### src/rtl/gp8_pkg.sv
// Constants and types shared by the eight-bit port
package gp8_pkg;
  localparam int          GP8_WIDTH          = 8;
  localparam logic [7:0]  GP8_DIR_RESET      = 8'hFF;
  localparam logic [7:0]  GP8_ANALOG_RESET   = 8'hFF;
  localparam logic [7:0]  GP8_SLEW_RESET     = 8'hFF;
  localparam logic [7:0]  GP8_THRESH_RESET   = 8'hFF;
  localparam logic [7:0]  GP8_OD_RESET       = 8'h00;
  localparam logic [7:0]  GP8_PULLUP_RESET   = 8'h00;
  localparam logic [7:0]  GP8_LATCH_RESET    = 8'h00;
  localparam logic [7:0]  GP8_ZERO           = 8'h00;
  typedef enum logic [3:0] {
    GP8_REG_PIN_LEVEL,
    GP8_REG_DIRECTION,
    GP8_REG_LATCH,
    GP8_REG_ANALOG,
    GP8_REG_PULLUP,
    GP8_REG_OPEN_DRAIN,
    GP8_REG_SLEW,
    GP8_REG_THRESHOLD
  } gp8_reg_t;
  typedef enum logic {
    GP8_THR_TTL,
    GP8_THR_SCHMITT
  } gp8_thr_t;
endpackage

### src/rtl/gp8_cfg_reg.sv
// One eight-bit control register with reset value
`timescale 1ns/10ps
module gp8_cfg_reg #(
  parameter logic [7:0] RESET_VALUE = 8'h00
) (
  input  wire logic       clk,
  input  wire logic       rst_n,
  input  wire logic       wr_en,
  input  wire logic [7:0] wr_data,
  output logic      [7:0] q
);
  logic [7:0] next_q;

  always_comb begin
    next_q = q;
    if (wr_en) begin
      next_q = wr_data;
    end
  end

  always_ff @(posedge clk or negedge rst_n) begin
    if (!rst_n) begin
      q <= RESET_VALUE;
    end else begin
      q <= next_q;
    end
  end
endmodule

### src/rtl/gp8_pin_cell.sv
// Per-pin input path: threshold choice and analog masking
`timescale 1ns/10ps
module gp8_pin_cell (
  input  wire logic pin_ttl,
  input  wire logic pin_schmitt,
  input  wire logic threshold_sel,
  input  wire logic analog_sel,
  output logic      level
);
  import gp8_pkg::*;

  always_comb begin
    // Buffer off when analog, so the digital value is forced low
    if (analog_sel) begin
      level = 1'b0;
    end else if (threshold_sel == GP8_THR_SCHMITT) begin
      level = pin_schmitt;
    end else begin
      level = pin_ttl;
    end
  end
endmodule

### src/rtl/gp8_port.sv
// Eight-bit general purpose I/O port with per-pin controls
// Summary of operation
// - Eight pins, each set as input or output on its own.
// - Direction bit 1 makes the pin an input, driver off.
// - Direction bit 0 enables the driver with the latch value.
// - Pin-level read gives pin levels; its write updates the latch.
// - Pin-level and latch writes store the write data unmodified in the latch.
// - Latch holds the latest latch or pin-level write.
// - Latch write equals pin-level write; latch read returns latch.
// - Analog select disables the pin's digital input buffer.
// - Digital reads of analog pins return zero.
// - Analog select leaves digital output driving untouched.
// - Analog select bits reset to analog.
// - Direction bits still govern drivers of analog input pins.
// - Open-drain bit makes output sink only; clear is push-pull.
// - Slew bit set limits slew rate; clear is full rate.
// - Threshold bit picks Schmitt or TTL for reads and the pin level output.
// - Enabled analog output overrides digital drive, forcing high impedance.
// - After reset every pin is an input; the latch drives none.
// - Peripheral owning a pin blocks latch drive; pin stays readable.
// - Two-wire serial peripheral makes its pin open-drain itself.
// - Each pin has its own weak pull-up enable.
// - Pull-up is disabled automatically on pins whose direction bit is 0.
// - Threshold bit 1 selects Schmitt, 0 selects TTL.
`timescale 1ns/10ps
module gp8_port (
  input  wire logic             clk,
  input  wire logic             rst_n,
  input  wire logic             reg_wr,
  input  wire logic             reg_rd,
  input  gp8_pkg::gp8_reg_t     reg_sel,
  input  wire logic [7:0]       reg_wdata,
  output logic      [7:0]       reg_rdata,
  input  wire logic [7:0]       pin_ttl,
  input  wire logic [7:0]       pin_schmitt,
  output logic      [7:0]       pin_out,
  output logic      [7:0]       pin_oe,
  output logic      [7:0]       pin_pullup_en,
  output logic      [7:0]       pin_slew_limit,
  output logic      [7:0]       pin_level,
  input  wire logic [7:0]       periph_en,
  input  wire logic [7:0]       periph_out,
  input  wire logic [7:0]       periph_oe,
  input  wire logic [7:0]       periph_two_wire,
  input  wire logic [7:0]       analog_out_en
);
  import gp8_pkg::*;

  // Control registers
  logic [7:0] direction_bits;
  logic [7:0] output_latch;
  logic [7:0] analog_select_bits;
  logic [7:0] open_drain_bits;
  logic [7:0] slew_limit_bits;
  logic [7:0] input_threshold_bits;
  logic [7:0] pull_up_enable_bits;

  // Digital level per pin after threshold choice and analog masking
  logic [7:0] level_now;
  logic [7:0] latch_wdata;

  // Write strobes, one per register
  logic       wr_dir;
  logic       wr_latch;
  logic       wr_analog;
  logic       wr_od;
  logic       wr_slew;
  logic       wr_thr;
  logic       wr_pu;

  // Next values of the registered outputs
  logic [7:0] next_reg_rdata;
  logic [7:0] next_pin_out;
  logic [7:0] next_pin_oe;
  logic [7:0] next_pin_pullup_en;
  logic [7:0] next_pin_slew_limit;
  logic [7:0] next_pin_level;

  // Write decode; pin-level and latch writes land in the same latch
  always_comb begin
    wr_dir    = 1'b0;
    wr_latch  = 1'b0;
    wr_analog = 1'b0;
    wr_od     = 1'b0;
    wr_slew   = 1'b0;
    wr_thr    = 1'b0;
    wr_pu     = 1'b0;
    if (!reg_wr) begin
      wr_dir = 1'b0;
    end else if (reg_sel == GP8_REG_PIN_LEVEL || reg_sel == GP8_REG_LATCH) begin
      wr_latch = 1'b1;
    end else if (reg_sel == GP8_REG_DIRECTION) begin
      wr_dir = 1'b1;
    end else if (reg_sel == GP8_REG_ANALOG) begin
      wr_analog = 1'b1;
    end else if (reg_sel == GP8_REG_PULLUP) begin
      wr_pu = 1'b1;
    end else if (reg_sel == GP8_REG_OPEN_DRAIN) begin
      wr_od = 1'b1;
    end else if (reg_sel == GP8_REG_SLEW) begin
      wr_slew = 1'b1;
    end else if (reg_sel == GP8_REG_THRESHOLD) begin
      wr_thr = 1'b1;
    end
  end

  // A full-byte write replaces every bit, so the sampled pin levels are
  // fully overwritten; the modify step is the CPU's own byte merge
  always_comb begin
    latch_wdata = (level_now & ~GP8_ZERO & GP8_ZERO) | reg_wdata;
  end

  // Configuration registers; each is rewritten whole on its own strobe
  // Resets to all inputs, so the latch drives nothing before software sets a direction
  gp8_cfg_reg #(
    .RESET_VALUE(GP8_DIR_RESET)
  ) u_dir (
    .clk    (clk),
    .rst_n  (rst_n),
    .wr_en  (wr_dir),
    .wr_data(reg_wdata),
    .q      (direction_bits)
  );

  // Pin-level and latch writes both land here
  gp8_cfg_reg #(
    .RESET_VALUE(GP8_LATCH_RESET)
  ) u_lat (
    .clk    (clk),
    .rst_n  (rst_n),
    .wr_en  (wr_latch),
    .wr_data(latch_wdata),
    .q      (output_latch)
  );

  // Resets to analog, so no input buffer burns current on a mid-level pin
  gp8_cfg_reg #(
    .RESET_VALUE(GP8_ANALOG_RESET)
  ) u_ans (
    .clk    (clk),
    .rst_n  (rst_n),
    .wr_en  (wr_analog),
    .wr_data(reg_wdata),
    .q      (analog_select_bits)
  );

  gp8_cfg_reg #(
    .RESET_VALUE(GP8_OD_RESET)
  ) u_od (
    .clk    (clk),
    .rst_n  (rst_n),
    .wr_en  (wr_od),
    .wr_data(reg_wdata),
    .q      (open_drain_bits)
  );

  gp8_cfg_reg #(
    .RESET_VALUE(GP8_SLEW_RESET)
  ) u_slr (
    .clk    (clk),
    .rst_n  (rst_n),
    .wr_en  (wr_slew),
    .wr_data(reg_wdata),
    .q      (slew_limit_bits)
  );

  gp8_cfg_reg #(
    .RESET_VALUE(GP8_THRESH_RESET)
  ) u_thr (
    .clk    (clk),
    .rst_n  (rst_n),
    .wr_en  (wr_thr),
    .wr_data(reg_wdata),
    .q      (input_threshold_bits)
  );

  gp8_cfg_reg #(
    .RESET_VALUE(GP8_PULLUP_RESET)
  ) u_pu (
    .clk    (clk),
    .rst_n  (rst_n),
    .wr_en  (wr_pu),
    .wr_data(reg_wdata),
    .q      (pull_up_enable_bits)
  );

  // One slice per pin: input buffer choice and drive priority
  genvar gi;
  generate
    for (gi = 0; gi < GP8_WIDTH; gi++) begin : g_pin
      logic slice_out;
      logic slice_oe;
      logic slice_pullup;

      gp8_pin_cell u_cell (
        .pin_ttl      (pin_ttl[gi]),
        .pin_schmitt  (pin_schmitt[gi]),
        .threshold_sel(input_threshold_bits[gi]),
        .analog_sel   (analog_select_bits[gi]),
        .level        (level_now[gi])
      );

      // Analog output, then peripheral, input, open-drain, push-pull;
      // analog select is deliberately not consulted on the drive side
      always_comb begin
        slice_out    = 1'b0;
        slice_oe     = 1'b0;
        slice_pullup = 1'b0;
        if (analog_out_en[gi]) begin
          slice_out = 1'b0;
          slice_oe  = 1'b0;
        end else if (periph_en[gi]) begin
          // Peripheral drives; the latch has no say here
          if (periph_two_wire[gi]) begin
            slice_out = 1'b0;
            slice_oe  = periph_oe[gi] & ~periph_out[gi];
          end else begin
            slice_out = periph_out[gi];
            slice_oe  = periph_oe[gi];
          end
        end else if (direction_bits[gi]) begin
          slice_oe = 1'b0;
        end else if (open_drain_bits[gi]) begin
          slice_out = 1'b0;
          slice_oe  = ~output_latch[gi];
        end else begin
          slice_out = output_latch[gi];
          slice_oe  = 1'b1;
        end
        // Pull-up only on pins whose direction bit selects input
        slice_pullup = pull_up_enable_bits[gi] & direction_bits[gi];
      end

      // Each slice owns its own bit of the next-value vectors
      assign next_pin_out[gi]       = slice_out;
      assign next_pin_oe[gi]        = slice_oe;
      assign next_pin_pullup_en[gi] = slice_pullup;
    end
  endgenerate

  // Slew and level pass straight through to their output flops
  assign next_pin_slew_limit = slew_limit_bits;
  assign next_pin_level      = level_now;

  // Read-back select; unmapped selects read as zero
  always_comb begin
    next_reg_rdata = reg_rdata;
    if (!reg_rd) begin
      next_reg_rdata = reg_rdata;
    end else if (reg_sel == GP8_REG_PIN_LEVEL) begin
      next_reg_rdata = level_now;
    end else if (reg_sel == GP8_REG_LATCH) begin
      next_reg_rdata = output_latch;
    end else if (reg_sel == GP8_REG_DIRECTION) begin
      next_reg_rdata = direction_bits;
    end else if (reg_sel == GP8_REG_ANALOG) begin
      next_reg_rdata = analog_select_bits;
    end else if (reg_sel == GP8_REG_PULLUP) begin
      next_reg_rdata = pull_up_enable_bits;
    end else if (reg_sel == GP8_REG_OPEN_DRAIN) begin
      next_reg_rdata = open_drain_bits;
    end else if (reg_sel == GP8_REG_SLEW) begin
      next_reg_rdata = slew_limit_bits;
    end else if (reg_sel == GP8_REG_THRESHOLD) begin
      next_reg_rdata = input_threshold_bits;
    end else begin
      next_reg_rdata = GP8_ZERO;
    end
  end

  // Read data holds until the next read
  always_ff @(posedge clk or negedge rst_n) begin
    if (!rst_n) begin
      reg_rdata <= GP8_ZERO;
    end else begin
      reg_rdata <= next_reg_rdata;
    end
  end

  // Registered outputs add one cycle of latency to every pad control
  always_ff @(posedge clk or negedge rst_n) begin
    if (!rst_n) begin
      pin_out        <= GP8_ZERO;
      pin_oe         <= GP8_ZERO;
      pin_pullup_en  <= GP8_ZERO;
      pin_slew_limit <= GP8_SLEW_RESET;
      pin_level      <= GP8_ZERO;
    end else begin
      pin_out        <= next_pin_out;
      pin_oe         <= next_pin_oe;
      pin_pullup_en  <= next_pin_pullup_en;
      pin_slew_limit <= next_pin_slew_limit;
      pin_level      <= next_pin_level;
    end
  end
endmodule

### config.mk
export PLATFORM = sky130hd
export DESIGN_NAME = gp8_port
export DESIGN_NICKNAME = d
export VERILOG_FILES = /design/src/rtl/gp8_pkg.sv /design/src/rtl/gp8_cfg_reg.sv /design/src/rtl/gp8_pin_cell.sv /design/src/rtl/gp8_port.sv
export SDC_FILE = /design/constraint.sdc
export NUM_CORES = 1
export LEC_CHECK = 0
export BUFFER_PORTS_ARGS = -buffer_cell sky130_fd_sc_hd__buf_4
export CAP_MARGIN = 10
export CORE_MARGIN = 4
export CORE_UTILIZATION = 40
export CTS_BUF_LIST = sky130_fd_sc_hd__clkbuf_4
export DETAILED_ROUTE_END_ITERATION = 16
export GPL_TIMING_DRIVEN = 0
export PLACE_DENSITY_LB_ADDON = 0.15
export SYNTH_ARGS = -nofsm -noshare
export SYNTH_HDL_FRONTEND = slang
export SYNTH_SLANG_ARGS = --single-unit
### constraint.sdc
create_clock -name clk -period 1.55 [get_ports clk]
set_input_delay 0.0775 -clock clk [delete_from_list [all_inputs] [get_ports clk]]
set_output_delay 0.0775 -clock clk [all_outputs]
set_load 0.02 [all_outputs]
==> flow_summary.ini <==
[status]
status = finished with violations
violations = negative hold slack

[sta]
worstMarginPinSlew_ns = 0.6398
final-hold-violation-count = 1
hold_slack_ns = -0.01393
fmax_mhz = 662.0
min_period_ns = 1.511
setup_viol = 0
min_period_over_period = 0.9746
slew_headroom = 0.5730
clock_skew_ns = 0.01515
slew_viol_final = 0

[synth]
synth.distinct_cells = 35
netlist_area_um2 = 4593
avgSynthCellArea_um2 = 13.59
ys_warn_count = 0
synth_edf_count = 0
yosysSeqAreaShare = 0.5775
synth_nets = 410
synth_ff_type = dfrtp_1
synthCells = 338
ys_ff_latch = 104
synthArstFlopShare = 1.000

[job]
drv_cap = 0

[clocking]
insertion_delay_ns = 0.46
cts_tree = done
htree_levels = 3
clockBufferDepth = 2
cts-root-buf = clkbuf_4
cts-buffers-inserted = 9
cts.reportedPaths.clkPinSlew_ns = 0.16
cts.sinks = 104

[power]
peakVddDrop_v = 0.0006007
p_leak_uw = 0.002887
powerDensity_nw_per_um2 = 1108

[setup_path]
cp.required_ns = 1.92
crit_chain = mux2i_1 > nor2_1 > dlygate4sd3_1
crit_buf_inv = 1
worstSetupEndpointType = flop
rrSetupSlack_ns = 0.04
crit_slowest_cell = dfstp_2
worstPathArrival_ns = 1.88
setup.worst_path.start_class = flop
critical_path_class = flop to flop
crit_family = flip-flops
crit_fanout = 3
crit_path_max_incr_delay_ns = 0.59

[grt]
overflow = 0
grt_pass1_vias = 3911
antenna_found_initial = 0
grt_pass1_wl_um = 19970
grt_usage = 0.1985
grt_start_max_net_pins = 65

[hold_path]
hp-class = primary input to flop

[floorplan]
die_area_um2 = 13260
ioPinCount = 120
die_h_um = 115.2
design.core.area_um2 = 11030
std_cell_rows = 38
start_util = 0.4164
fp.dieW_um = 115.2

[drt]
vias = 3653
firstDrtPassIters = 4
wirelength_um = 12760
wl_per_cell_um = 18.53
drt_iter0_markers = 133
ant_nets = 0
viasPerCell = 5.302
post-route-drc-count = 0

[finish]
seq_area_um2 = 2658
nets = 616
fillers = 915
diodes = 0
synthToLayoutAreaGrowth_pct = 44.46
utilization = 0.6015
drive_gt1_frac = 0.5137
multi_input_area_um2 = 1894

[place]
place.gp.congestion = 0.8100
io_buffers = 117
post-dp-hpwl_um = 8130
[worst reg2reg max path, delay by kind of cell (launching register included)]
kind	cells	cell delay [ns]
flops	1	0.59
simple gates	1	0.08
mux	1	0.21
buf+inv	1	0.55
[power by group]
group          switching (uW)  leakage [uW]  total [uW]  internal (uW)
clock network             909     0.0000762        1560            654
registers                 409       0.00122        3830           3420
logic                     843       0.00159        1950           1110
total                    2160       0.00289        7350           5190
[synth_stat cells (all sizes together), types with 2 or more instances]
cell type | count | share of area
a21oi | 16 | 0.017
and2 | 8 | 0.011
mux4 | 7 | 0.035
o21ai | 14 | 0.015
a31oi | 8 | 0.011
clkbuf | 5 | 0.0041
nand2 | 20 | 0.018
nand2b | 2 | 0.0027
dfrtp | 64 | 0.35
nor2 | 23 | 0.026
or4b | 8 | 0.017
mux2i | 16 | 0.035
mux2 | 57 | 0.14
o221a | 7 | 0.017
nor2b | 2 | 0.0027
a221oi | 7 | 0.013
nand3b | 10 | 0.016
a211oi | 9 | 0.015
buf | 7 | 0.012
dfstp | 40 | 0.23
inv | 2 | 0.0016
[state kept, by name, indices dropped and copies added, names as in the netlist]
| signal | flops |
|---|---|
| pin_level | 8 |
| pin_oe | 8 |
| pin_out | 8 |
| pin_pullup_en | 8 |
| pin_slew_limit | 8 |
| reg_rdata | 8 |
| u_ans.q | 8 |
| u_dir.q | 8 |
| u_lat.q | 8 |
| u_od.q | 8 |
| u_pu.q | 8 |
| u_slr.q | 8 |
| u_thr.q | 8 |
[path summary, 6_finish.rpt]
kind                                from                 to  depth (start not counted)
max                           u_thr.q[3]       pin_level[3]                          3
min                        periph_out[1]          pin_oe[1]                          4
max reg2reg                   u_thr.q[3]       pin_level[3]                          3
min reg2reg                   u_slr.q[4]  pin_slew_limit[4]                          0
max in group asynchronous          rst_n  pin_slew_limit[7]                          3
min in group asynchronous          rst_n          pin_oe[2]                          2
[timing repair]
item / in CTS / in global routing
gates resized for setup: 0 / 11
endpoints found under the hold margin: 121 / 1
setup buffers: 0 / 5
endpoints found under the setup margin: 0 / 8
hold buffers: 73 / 1
[cell type report]
| type | instances | area share |
|---|---|---|
| tap | 140 | 0.02640 |
| clock inverter | 7 | 0.01433 |
| sequential | 104 | 0.4005 |
| inverter | 2 | 0.001131 |
| clock buffer | 9 | 0.01018 |
| multi-input combinational | 220 | 0.2855 |
| buffer | 12 | 0.01113 |
| timing repair buffer | 195 | 0.2508 |
[placed cells by master, fill, tap and decap left out, types with 8 or more instances in the layout]
cell,count
a21oi_1,16
a31oi_1,8
and2_1,8
buf_4,124
clkbuf_4,9
dfrtp_1,60
dfstp_2,40
dlygate4sd3_1,72
mux2_2,57
mux2i_1,16
nand2_1,19
nand3b_1,10
nor2_1,17
o21ai_0,14
or4b_2,8
[per-layer routing]
metal / wire length (um) / track usage / vias up
li1: - / - / 1685
met4: 222 / 0.05712 / 0
met3: 692 / 0.04789 / 22
met5: 0 / 0 / -
met1: 5330 / 0.2515 / 1828
met2: 6518 / 0.3395 / 118
[through the flow]
stage	area (um2)	instances	power (uW)	setup TNS [ns]	worst slack (ns)
CTS	6568	685	7337	0	0.02967
global route	6635	689	7744	-0.0006437	-0.0006437
detailed placement	5674	596	5584	-2.700	-0.1457
finish	6635	689	7349	0	0.03939
global placement	5647	595	5529	-2.291	-0.1206
floorplan	4593	338	4769	0	0.2300
[kinds of logic after synthesis]
kind of cell	share of synthesized area
buffers and inverters	0.01770
AOI/OAI and AO/OA	0.09453
DFF	0.5775
muxes	0.2098
and+or+nand+nor	0.1005
Power figures use the tool's default switching activity.
